===== config.mk =====
export PLATFORM = sky130hd
export DESIGN_NAME = swept_sensor_frame_readout
export DESIGN_NICKNAME = d
export VERILOG_FILES = /design/src/design/sensor_readout_pkg.sv /design/src/design/pixel_pair_buffer.sv /design/src/design/swept_sensor_frame_readout.sv
export SDC_FILE = /design/constraint.sdc
export NUM_CORES = 1
export LEC_CHECK = 0
export BUFFER_PORTS_ARGS = -buffer_cell sky130_fd_sc_hd__buf_2
export CELL_PAD_IN_SITES_DETAIL_PLACEMENT = 1
export CELL_PAD_IN_SITES_GLOBAL_PLACEMENT = 2
export CORE_ASPECT_RATIO = 2
export CORE_MARGIN = 1.5
export CORE_UTILIZATION = 36
export CTS_CLUSTER_DIAMETER = 100
export DETAILED_ROUTE_END_ITERATION = 16
export PLACE_DENSITY_LB_ADDON = 0.1
export SKIP_LAST_GASP = 1
export SYNTH_ARGS = -nofsm -noshare
export SYNTH_HDL_FRONTEND = slang
export SYNTH_SLANG_ARGS = --single-unit

===== constraint.sdc =====
create_clock -name mclk_i -period 2.1 [get_ports mclk_i]
set_clock_uncertainty 0.15 [all_clocks]
set_input_delay 0.525 -clock mclk_i [delete_from_list [all_inputs] [get_ports mclk_i]]
set_output_delay 0.525 -clock mclk_i [all_outputs]
set_load 0.02 [all_outputs]

===== src/design/sensor_readout_pkg.sv =====
// Package with frame geometry, sync patterns and sequencer states of the sensor readout
package sensor_readout_pkg;

	// Frame geometry
	localparam int IMAGE_COLUMNS = 280;
	localparam int DUMMY_COLUMNS = 1;
	localparam int PIXELS_PER_COLUMN = 8;
	localparam int PIXELS_PER_BYTE = 2;
	localparam int BYTES_PER_COLUMN = PIXELS_PER_COLUMN / PIXELS_PER_BYTE;
	localparam int FRAME_BYTES = (IMAGE_COLUMNS + DUMMY_COLUMNS) * BYTES_PER_COLUMN;
	localparam int IMAGE_BYTES = IMAGE_COLUMNS * BYTES_PER_COLUMN;

	// Widths
	localparam int NIBBLE_W = 4;
	localparam int POS_W = 11;
	localparam int COL_W = 9;
	localparam int ROW_W = 2;
	localparam int TEMP_W = 16;

	// Start sequence pipeline fill
	localparam int FILL_PULSES = 4;
	localparam int FILL_W = 3;

	// Dummy column byte positions within the frame
	localparam logic [POS_W-1:0] POS_SYNC_FIRST = 11'(IMAGE_BYTES);
	localparam logic [POS_W-1:0] POS_SYNC_SECOND = 11'(IMAGE_BYTES + 1);
	localparam logic [POS_W-1:0] POS_TEMP_FIRST = 11'(IMAGE_BYTES + 2);
	localparam logic [POS_W-1:0] POS_TEMP_SECOND = 11'(IMAGE_BYTES + 3);
	localparam logic [POS_W-1:0] POS_LAST = 11'(FRAME_BYTES - 1);

	// Fixed sync pattern of the dummy column
	localparam logic [NIBBLE_W-1:0] SYNC_EVEN = 4'h0;
	localparam logic [NIBBLE_W-1:0] SYNC_ODD = 4'hf;

	// Reset values
	localparam logic [NIBBLE_W-1:0] NIBBLE_RESET = 4'h0;

	// Sequencer states
	typedef enum logic [1:0] {
		SEQ_HOLD,
		SEQ_FILL,
		SEQ_RUN
	} seq_state_type;

endpackage : sensor_readout_pkg


===== src/design/pixel_pair_buffer.sv =====
// Two-entry buffer for pixel pairs between the converter and the readout sequencer
`timescale 1ns/1ps

module pixel_pair_buffer #(
	parameter int WIDTH = 8,
	parameter int DEPTH = 2
) (
	// Clock and reset
	input wire logic mclk_i,
	input wire logic resetn_i,
	// Filling side
	input wire logic in_valid_i,
	input wire logic [WIDTH-1:0] in_data_i,
	output logic in_ready_o,
	// Draining side
	output logic out_valid_o,
	output logic [WIDTH-1:0] out_data_o,
	input wire logic out_ready_i
);

	localparam int CNT_W = $clog2(DEPTH + 1);
	localparam int PTR_W = (DEPTH > 1) ? $clog2(DEPTH) : 1;

	logic [WIDTH-1:0] mem_q [DEPTH];
	logic [WIDTH-1:0] mem_d [DEPTH];
	logic [PTR_W-1:0] wr_ptr_q, wr_ptr_d;
	logic [PTR_W-1:0] rd_ptr_q, rd_ptr_d;
	logic [CNT_W-1:0] count_q, count_d;
	logic full_q, full_d;
	logic empty_q, empty_d;
	logic push;
	logic pop;

	// Pointer, count and flag update; flags are registered so ready and valid come from flops
	always_comb begin
		push = in_valid_i && !full_q;
		pop = out_ready_i && !empty_q;
		mem_d = mem_q;
		wr_ptr_d = wr_ptr_q;
		rd_ptr_d = rd_ptr_q;
		count_d = count_q;
		if (push) begin
			mem_d[wr_ptr_q] = in_data_i;
			wr_ptr_d = (wr_ptr_q == PTR_W'(DEPTH - 1)) ? '0 : wr_ptr_q + 1'b1;
		end
		if (pop) begin
			rd_ptr_d = (rd_ptr_q == PTR_W'(DEPTH - 1)) ? '0 : rd_ptr_q + 1'b1;
		end
		if (push && !pop) begin
			count_d = count_q + 1'b1;
		end else if (pop && !push) begin
			count_d = count_q - 1'b1;
		end
		full_d = (count_d == CNT_W'(DEPTH));
		empty_d = (count_d == '0);
	end

	// State registers
	always_ff @(posedge mclk_i) begin
		if (!resetn_i) begin
			wr_ptr_q <= '0;
			rd_ptr_q <= '0;
			count_q <= '0;
			full_q <= 1'b0;
			empty_q <= 1'b1;
		end else begin
			wr_ptr_q <= wr_ptr_d;
			rd_ptr_q <= rd_ptr_d;
			count_q <= count_d;
			full_q <= full_d;
			empty_q <= empty_d;
		end
	end

	// Storage needs no reset
	always_ff @(posedge mclk_i) begin
		mem_q <= mem_d;
	end

	assign in_ready_o = !full_q;
	assign out_valid_o = !empty_q;
	assign out_data_o = mem_q[rd_ptr_q];

endmodule : pixel_pair_buffer


===== src/design/swept_sensor_frame_readout.sv =====
// Digital frame readout of a swept linear pixel-array sensor
//
// Contract
// - First frame after start carries no valid image; host discards it.
// - Frame is 280 image columns plus one dummy column, 1124 clocks.
// - Device acts on pixel clock falling edge, updates data on rising edge.
// - Each pulse after start presents a new odd and even nibble byte.
// - Data outputs driven only while output enable low, else released.
// - No transaction mode; sequencing runs regardless of output enable.
// - Pixels 1-3-5-7 go on odd nibble, 2-4-6-8 on even nibble.
// - Nibble bit three is the most significant, bit zero the least.
// - After reset, readout starts with pixel number one.
// - First two dummy bytes carry even 0000 and odd 1111.
// - Third and fourth dummy bytes carry raw temperature nibbles.
// - Sync byte pair recurs every 1124 pixel clocks.
`timescale 1ns/1ps

module swept_sensor_frame_readout (
	// System clock and reset
	input wire logic mclk_i,
	input wire logic resetn_i,
	// Host pins
	input wire logic pclk_i,
	input wire logic rst_i,
	input wire logic oe_n_i,
	output logic [sensor_readout_pkg::NIBBLE_W-1:0] odd_pixel_nibble_o,
	output logic [sensor_readout_pkg::NIBBLE_W-1:0] even_pixel_nibble_o,
	output logic data_oe_o,
	// Converter side pixel pairs
	input wire logic pixel_valid_i,
	input wire logic [sensor_readout_pkg::NIBBLE_W-1:0] odd_pixel_i,
	input wire logic [sensor_readout_pkg::NIBBLE_W-1:0] even_pixel_i,
	output logic pixel_ready_o,
	input wire logic [sensor_readout_pkg::TEMP_W-1:0] temp_word_i,
	// Readout position and status
	output logic [sensor_readout_pkg::COL_W-1:0] column_o,
	output logic [sensor_readout_pkg::ROW_W-1:0] row_pair_o,
	output logic first_frame_o,
	output logic underrun_o
);

	import sensor_readout_pkg::*;

	localparam int BYTE_W = 2 * NIBBLE_W;

	// Pin synchronisers: stage 1 read only by stage 2
	logic [2:0] pin_s1_q;
	logic [2:0] pin_s2_q;
	logic pclk_s3_q;
	logic pclk_fall;
	logic pclk_rise;
	logic rst_sync;
	logic oe_n_sync;

	// Sequencer state
	seq_state_type state_q, state_d;
	logic [FILL_W-1:0] fill_q, fill_d;
	logic [POS_W-1:0] pos_q, pos_d;
	logic [BYTE_W-1:0] staged_q, staged_d;
	logic first_frame_q, first_frame_d;
	logic underrun_q, underrun_d;
	logic pop;
	logic stage_img;
	logic frame_wrap;
	// Temperature word held across the dummy column
	logic [TEMP_W-1:0] temp_snap_q, temp_snap_d;

	// Pin side registers
	logic [NIBBLE_W-1:0] odd_q, odd_d;
	logic [NIBBLE_W-1:0] even_q, even_d;
	logic data_oe_q, data_oe_d;
	logic [COL_W-1:0] column_q, column_d;
	logic [ROW_W-1:0] row_q, row_d;

	// Buffer wiring
	logic buf_valid;
	logic [BYTE_W-1:0] buf_data;
	logic buf_in_ready;

	// Two-flop synchronisers plus one extra stage on the pixel clock for edges
	always_ff @(posedge mclk_i) begin
		if (!resetn_i) begin
			// Idle pin levels: output enable high, reset high, clock low
			pin_s1_q <= 3'h6;
			pin_s2_q <= 3'h6;
			pclk_s3_q <= 1'b0;
		end else begin
			pin_s1_q <= {oe_n_i, rst_i, pclk_i};
			pin_s2_q <= pin_s1_q;
			pclk_s3_q <= pin_s2_q[0];
		end
	end

	// Edge and level decode of the synchronised pins
	assign pclk_fall = pclk_s3_q && !pin_s2_q[0];
	assign pclk_rise = !pclk_s3_q && pin_s2_q[0];
	assign rst_sync = pin_s2_q[1];
	assign oe_n_sync = pin_s2_q[2];

	// Pixel pair buffer between converter and sequencer
	pixel_pair_buffer #(
		.WIDTH(BYTE_W),
		.DEPTH(2)
	) u_pair_buffer (
		.mclk_i(mclk_i),
		.resetn_i(resetn_i),
		.in_valid_i(pixel_valid_i),
		.in_data_i({odd_pixel_i, even_pixel_i}),
		.in_ready_o(buf_in_ready),
		.out_valid_o(buf_valid),
		.out_data_o(buf_data),
		.out_ready_i(pop)
	);

	// Sequencer: start sequence, frame position and byte staging on falling edges
	always_comb begin
		state_d = state_q;
		fill_d = fill_q;
		pos_d = pos_q;
		staged_d = staged_q;
		stage_img = 1'b0;
		frame_wrap = 1'b0;
		pop = 1'b0;
		if (rst_sync) begin
			// Hold at frame start while reset is high
			state_d = SEQ_HOLD;
			fill_d = '0;
			pos_d = '0;
			staged_d = '0;
		end else begin
			unique case (state_q)
				SEQ_HOLD: begin
					state_d = SEQ_FILL;
				end
				SEQ_FILL: begin
					if (pclk_fall) begin
						fill_d = fill_q + 1'b1;
						if (fill_q == FILL_W'(FILL_PULSES - 1)) begin
							// Fourth pulse stages byte 0, so the next fall stages byte 1
							state_d = SEQ_RUN;
							pos_d = pos_q + 1'b1;
						end
					end
				end
				SEQ_RUN: begin
					// Advances on every clock, output enable plays no part
					if (pclk_fall) begin
						pos_d = (pos_q == POS_LAST) ? '0 : pos_q + 1'b1;
						frame_wrap = (pos_q == '0);
					end
				end
			endcase
			// Stage the byte for the current frame position
			if (pclk_fall && (state_d == SEQ_RUN)) begin
				if (pos_q < POS_SYNC_FIRST) begin
					// Buffer holds odd pixel 2b+1 and even pixel 2b+2
					stage_img = 1'b1;
					pop = buf_valid;
					staged_d = buf_valid ? buf_data : '0;
				end else if (pos_q == POS_SYNC_FIRST || pos_q == POS_SYNC_SECOND) begin
					staged_d = {SYNC_ODD, SYNC_EVEN};
				end else if (pos_q == POS_TEMP_FIRST) begin
					staged_d = {temp_snap_q[11:8], temp_snap_q[15:12]};
				end else begin
					staged_d = {temp_snap_q[3:0], temp_snap_q[7:4]};
				end
			end
		end
	end

	// Sequencer registers
	always_ff @(posedge mclk_i) begin
		if (!resetn_i) begin
			state_q <= SEQ_HOLD;
			fill_q <= '0;
			pos_q <= '0;
			staged_q <= '0;
		end else begin
			state_q <= state_d;
			fill_q <= fill_d;
			pos_q <= pos_d;
			staged_q <= staged_d;
		end
	end

	// Temperature word captured once per dummy column so both bytes come from one sample
	always_comb begin
		temp_snap_d = temp_snap_q;
		if (pclk_fall && !rst_sync && state_q == SEQ_RUN && pos_q == POS_SYNC_FIRST) begin
			temp_snap_d = temp_word_i;
		end
	end

	// Temperature snapshot register
	always_ff @(posedge mclk_i) begin
		if (!resetn_i) begin
			temp_snap_q <= '0;
		end else begin
			temp_snap_q <= temp_snap_d;
		end
	end

	// Status flags: first frame after start and sticky starvation of the image path
	always_comb begin
		first_frame_d = first_frame_q;
		underrun_d = underrun_q;
		// First frame after a start sequence stays flagged until the frame wraps
		if (rst_sync) begin
			first_frame_d = 1'b1;
		end else if (frame_wrap) begin
			first_frame_d = 1'b0;
		end
		// Starved image byte goes out as zeros; only the system reset clears the flag
		if (stage_img && !buf_valid) begin
			underrun_d = 1'b1;
		end
	end

	// Status flag registers
	always_ff @(posedge mclk_i) begin
		if (!resetn_i) begin
			first_frame_q <= 1'b1;
			underrun_q <= 1'b0;
		end else begin
			first_frame_q <= first_frame_d;
			underrun_q <= underrun_d;
		end
	end

	// Pin side: data update on rising edges, enable follows the output enable pin
	always_comb begin
		odd_d = odd_q;
		even_d = even_q;
		// Bus drive follows the pin on every clock, independent of sequencing
		data_oe_d = !oe_n_sync;
		if (rst_sync) begin
			odd_d = NIBBLE_RESET;
			even_d = NIBBLE_RESET;
		end else if (pclk_rise && state_q == SEQ_RUN) begin
			// Bit 3 of each nibble is its most significant bit
			odd_d = staged_q[BYTE_W-1:NIBBLE_W];
			even_d = staged_q[NIBBLE_W-1:0];
		end
	end

	// Pin side registers
	always_ff @(posedge mclk_i) begin
		if (!resetn_i) begin
			odd_q <= NIBBLE_RESET;
			even_q <= NIBBLE_RESET;
			data_oe_q <= 1'b0;
		end else begin
			odd_q <= odd_d;
			even_q <= even_d;
			data_oe_q <= data_oe_d;
		end
	end

	// Position of the byte the converter should deliver next
	always_comb begin
		column_d = COL_W'(pos_q / POS_W'(BYTES_PER_COLUMN));
		row_d = pos_q[ROW_W-1:0];
		if (rst_sync) begin
			column_d = '0;
			row_d = '0;
		end
	end

	// Position report registers
	always_ff @(posedge mclk_i) begin
		if (!resetn_i) begin
			column_q <= '0;
			row_q <= '0;
		end else begin
			column_q <= column_d;
			row_q <= row_d;
		end
	end

	// Ready toward the converter registered so the output comes from a flop
	logic pixel_ready_q;
	always_ff @(posedge mclk_i) begin
		if (!resetn_i) begin
			pixel_ready_q <= 1'b0;
		end else begin
			pixel_ready_q <= buf_in_ready;
		end
	end

	// Outputs
	assign odd_pixel_nibble_o = odd_q;
	assign even_pixel_nibble_o = even_q;
	assign data_oe_o = data_oe_q;
	assign pixel_ready_o = pixel_ready_q;
	assign column_o = column_q;
	assign row_pair_o = row_q;
	assign first_frame_o = first_frame_q;
	assign underrun_o = underrun_q;

endmodule : swept_sensor_frame_readout


# After elaboration in Yosys (flattened, before gate mapping)
# Index checks and enable logic that the tools add are counted.
# totals
register_bits,92
inputBits,30
output_inout_bits,23
wordCells,109
# classes
addsub,6
magnitude_cmp,4
n_eq_ne,12
n_mux,32
bitwise,3
n_reduce_logical,29
# ops
op,n
2-to-1 mux 8 bit,8
equality test 11 bit (second input constant),4
2-to-1 mux 11 bit,4
case mux 11 bit (2 select lines),1
bitwise mux 16 bit,1
logical AND 1 bit,13
adder 11 x 1 -> 11 bit (second input constant),1
zero test 11 bit,1
< comparator 11 bit (second input constant),1
2-to-1 mux 1 bit,11
2-to-1 mux 2 bit,5
demux 8 bit (select 1 bit),1
zero test 1 bit,8
equality test 2 bit (second input constant),3
inequality test 2 bit (second input constant),3
greater-or-equal comparator 2 bit (second input constant),2
zero test 2 bit,2
NOT 1 -> 2 bit,2
case mux 2 bit (2 select lines),1
AND reduction 4 bit,1
adder 3 x 1 -> 3 bit (second input constant),1
equality test 3 x 2 -> 1 bit (second input constant),1
adder 1 bit (second input constant),2
adder 2 x 1 -> 2 bit (second input constant),1
other kinds (8),8

# Longest topological paths before layout
# logic_depth
word_depth,14
depth_mapped,8
depth_no_buf,7

# Modules after synthesis
# A second synthesis with hierarchy kept.
# unflattened
hier_cells,357
area_unflattened_um2,3839.9
# by_module_without_submodules
mod,instances,cells_per_inst,area_each_um2,seq_area_each_um2
swept_sensor_frame_readout,1,295,2936.6,1401.3
pixel_pair_buffer,1,62,903.4,600.6

# Worst setup path after synthesis
# No wires, ideal clock.
# synth_path
path_kind,register -> register
start,reg fill_q[0]
end,reg u_pair_buffer.count_q[1]
setup_ns,0.072
arrival_time_ns,1.691
required_time_ns,1.878
slack_ns,0.188
path_stages_with_launch,8
period_less_slack_ns,1.912
path_cell_list,dfxtp_1 -> ha_1 -> ha_1 -> and3b_1 -> o21ai_0 -> o21ai_0 -> o22ai_1 -> mux2i_1
# synth_between
elab_chain_len,13
word_cells_on_any_way,15
cone_classes,eq/ne: 2; mux: 8; reduce/logical: 5
# synth_lines
element,line_no,rtl
"start, declared",swept_sensor_frame_readout.sv:57,"logic [FILL_W-1:0] fill_q, fill_d;"
"start signal, assigned",swept_sensor_frame_readout.sv:180,fill_q <= fill_d;
equality test 3 x 2 -> 1 bit *,swept_sensor_frame_readout.sv:138,if (fill_q == FILL_W'(FILL_PULSES - 1)) begin
2-to-1 mux 2 bit *,swept_sensor_frame_readout.sv:138,
2-to-1 mux 2 bit *,swept_sensor_frame_readout.sv:136,if (pclk_fall) begin
case mux 2 bit (2 select lines) *,swept_sensor_frame_readout.sv:131,unique case (state_q)
2-to-1 mux 2 bit *,swept_sensor_frame_readout.sv:124,if (rst_sync) begin
equality test 2 bit *,swept_sensor_frame_readout.sv:154,if (pclk_fall && (state_d == SEQ_RUN)) begin
logical AND 1 bit *,swept_sensor_frame_readout.sv:154,
2-to-1 mux 1 bit *,swept_sensor_frame_readout.sv:154,
2-to-1 mux 1 bit *,swept_sensor_frame_readout.sv:124,
logical AND 1 bit *,pixel_pair_buffer.sv:37,pop = out_ready_i && !empty_q;
logical AND 1 bit or zero test 1 bit (tied branches),"pixel_pair_buffer.sv:51, pixel_pair_buffer.sv:49",
2-to-1 mux 2 bit or logical AND 1 bit (tied branches),"pixel_pair_buffer.sv:51, pixel_pair_buffer.sv:49",
2-to-1 mux 2 bit *,pixel_pair_buffer.sv:49,if (push && !pop) begin
"end signal, assigned",pixel_pair_buffer.sv:69,count_q <= count_d;
"end, declared",pixel_pair_buffer.sv:28,"logic [CNT_W-1:0] count_q, count_d;"
# Every way passes the cells marked *; elsewhere a longest branch is shown, timed or not. The select of a mux whose other input is x is not followed.
# A chain may end at the register's enable or synchronous reset.

# Final worst setup path
# layout_path
start,reg fill_q[1]
end,reg pos_q[10]
# layout_between
elab_chain_len,3
# layout_lines
element,line_no,rtl
equality test 3 x 2 -> 1 bit,swept_sensor_frame_readout.sv:138,
inequality test 2 bit (no line),-,
AND reduction 4 bit (no line),-,
"end signal, assigned",swept_sensor_frame_readout.sv:181,pos_q <= pos_d;
"end, declared",swept_sensor_frame_readout.sv:58,"logic [POS_W-1:0] pos_q, pos_d;"
# Every way passes these cells.

==> out/metrics.yaml <==
root_buffer: "clkbuf_16"
viasPerCell: 4.88
antenna_left: 0
synth-edff-count: 16
status: "completed"
fill_cells: 1148
routed_wl_um: 8910
setup_viol: 0
cp.depth: 7
routed-via-count: 2784
drt-initial-drc-count: 61
die_x_um: 74.8
ys_warn_count: 0
internal_power_mw: 2.92
timing.fmax_ghz: 0.500
crit_arrival_ns: 2.13
yosysTopAreaCell: "dfxtp_1"
fin_util_pct: 45.7
fin_crit_ns: 2.00
grt_usage_pct: 18.2
clock_latency_ns: 0.34
port_buffers: 52
initial_core_util_pct: 36.8
yosys_register_bits: 92
yosysTopAreaCellShare_pct: 40.9
grt_antenna_before_repair: 0
synth-async-reset-ratio_pct: 0
vdd_drop_max_mv: 0.469
syn2layout_area_growth_pct: 23.9
drv_slew: 0
start_kind: "flip-flop"
synth_ff_type: "dfxtp_1"
drc_errors: 0
synth_top_cells_by_area: "dfxtp_1 (41%), edfxtp_1 (13%), mux2i_1 (5.9%)"
worstSetupEndpointType: "flip-flop"
die-area_um2: 11000
cts.sinks: 92
io_pins: 53
relSlewSlack_pct: 61.2
path_class: "flip-flop to flip-flop"
syn_nets: 396
syn-cell-area_um2: 3720
dr.pass1.iters: 4
coreArea_um2: 10100
startpoint: "fill_q[1]"
r2r-end: "pos_q[10]"
fin_setup_tns_ns: 0
seqCellArea_um2: 2000
multi_input_area_um2: 1650
p_sw_share_pct: 20.9
crit_fanout: 4
wire_per_inst_um: 15.6
rows: 52
grt_pass1_wl_um: 14800
worstReg2RegStart: "fill_q[1]"
clockBufferDepth: 2
cts-htree-levels: 3
hold_path_class: "primary input to flip-flop"
synth_cell_type_count: 52
power_density_nw_per_um2: 801
gp_congestion: 0.754
ys_seq_area_share_pct: 53.9
maxCapViolCount: 0
die_h_um: 147
sequentialPowerShare_pct: 50.1
grt_max_degree: 32
crit_slowest_cell: "or4_1"
path_clk_slew_ns: 0.07
n_antenna_cell: 0
pwr-share-clk_pct: 46.3
p_leak_nw: 1.76
rsz0062_at_grt: "true"
cts_tree: "built"
power_mw: 3.69
r2r_slack_ns: 0.1
avgSynthCellArea_um2: 10.3
critical_path_buf_inv_count: 0
overflow: 0
layout-drive-gt1-share_pct: 25.7
crit_required_ns: 2.23
r2r_cells: 7
crit_family: "simple AND/OR/NAND/NOR gates"
worst_pin_slew_ns: 0.582
grt_pass1_vias: 2996
finalCritPeriodShare_pct: 95.3
endpoint: "pos_q[10]"
p_sw_mw: 0.771
cp_cell_sequence: "ha_2 > ha_4 > and3b_2 > o21a_4 > nand2_2 > or4_1 > a21oi_1"
finalNetCount: 467
dp_hpwl_um: 6810
combPwrFrac_pct: 3.6
hold_ws_ns: 0.212
hold_viol: 0
cts_buffers: 9
postLayoutCellArea_um2: 4610
synthCells: 360
slowest_delay_ns: 0.51
placed_cell_area_um2: 4240
[state kept, by name, indices dropped and copies added, names as in the netlist, 2 cells and up]
| signal | flops |
|---|---|
| row_pair_o | 2 |
| odd_pixel_nibble_o | 4 |
| pin_s2_q | 3 |
| staged_q | 8 |
| pin_s1_q | 3 |
| fill_q | 3 |
| even_pixel_nibble_o | 4 |
| state_q | 2 |
| temp_snap_q | 16 |
| u_pair_buffer.count_q | 2 |
| pos_q | 11 |
| u_pair_buffer.mem_q | 16 |
| column_o | 9 |
[cell usage after synthesis (all sizes together) (2+ instances only)]
master and count:
mux2i 22, and3b 2, xnor2 6, nor2b 7, nor3 3, a31oi 2
dfxtp 76, and3 4, nor3b 2, ha 6, nand2 47, xor2 5
nand3 4, o21a 4, edfxtp 16, and2 17, o211ai 8, mux2 4
buf 8, o22ai 2, nor2 32, nor4 3, nand2b 7, a21boi 16
nand4 8, a21oi 12, inv 3, clkbuf 8, o21ai 15
[metrics by stage]
stage	instances	setup slack [ns]
CTS	570	0.0252
detailed placement	554	0.0397
global route	571	-0.00394
finish	571	0.0985
floorplan	360	0.188
global placement	554	0.0904
[worst min path at each step]
stage	startpoint	slack (ns)	cells after the start	to
after floorplan	pin_s2_q[2]	0.22	1	data_oe_o
after global placement	pin_s2_q[2]	0.22	1	data_oe_o
after detailed placement	pin_s2_q[2]	0.24	1	data_oe_o
after CTS	oe_n_i	0.20	2	pin_s1_q[2]
after global routing	rst_i	0.21	2	pin_s1_q[1]
final	oe_n_i	0.21	2	pin_s1_q[2]
[final cells by class]
type	instances	share of cell area (%)
inverters	3	0.244
well taps	135	3.67
flip-flops and latches	92	43.5
repair buffers	76	9.83
multi-input cells	249	35.8
clock buffers	11	5.73
clock inverters	5	1.22
[layer usage]
layer	global-route usage, %	routed length (um)
met1	18.7	3270
met2	34.6	5260
met3	3.11	209
met4	6.82	171
met5	0	0
[cells in the final DEF (no fill, tap or decap), drive strengths merged, types with 12 or more instances in the layout]
cell,netlist,routed
a21boi,16,16
a21oi,12,12
and2,17,17
buf,8,76
dfxtp,76,76
edfxtp,16,16
mux2i,22,22
nand2,47,47
nor2,32,32
o21ai,15,15
[worst reg2reg max path, delay by kind of cell, from the launching register on]
family	cells	cell delay (ns)
AO/OA/AOI/OAI	2	0.29
adder cells (fa/ha/maj)	2	0.34
AND/OR/NAND/NOR	3	0.82
flip-flops	1	0.34
[power groups by stage]
stage / logic [mW] / clock network [mW] / registers (mW)
final: 0.134 / 1.71 / 1.85
after global routing: 0.150 / 1.83 / 1.85
after CTS: 0.137 / 1.76 / 1.85
after detailed placement: 0.136 / 0 / 1.89
after global placement: 0.134 / 0 / 1.89
after floorplan: 0.0673 / 0 / 1.89
[logic make-up after synthesis]
| group | synth area share, % |
|---|---|
| xor gates and xnor gates | 2.59 |
| AOI/OAI and AO/OA | 12.4 |
| adders and majority gates | 2.02 |
| and+or+nand+nor | 19.4 |
| muxes | 7.14 |
| DFF | 53.9 |
| buffers and inverters | 2.66 |
[what timing repair did]
item | in CTS | in global routing
endpoints found under the setup margin | 0 | 28
buffers inserted | 0 | 1
hold buffers | 0 | 0
gates resized for setup | 0 | 10
Power figures use the tool's default switching activity.
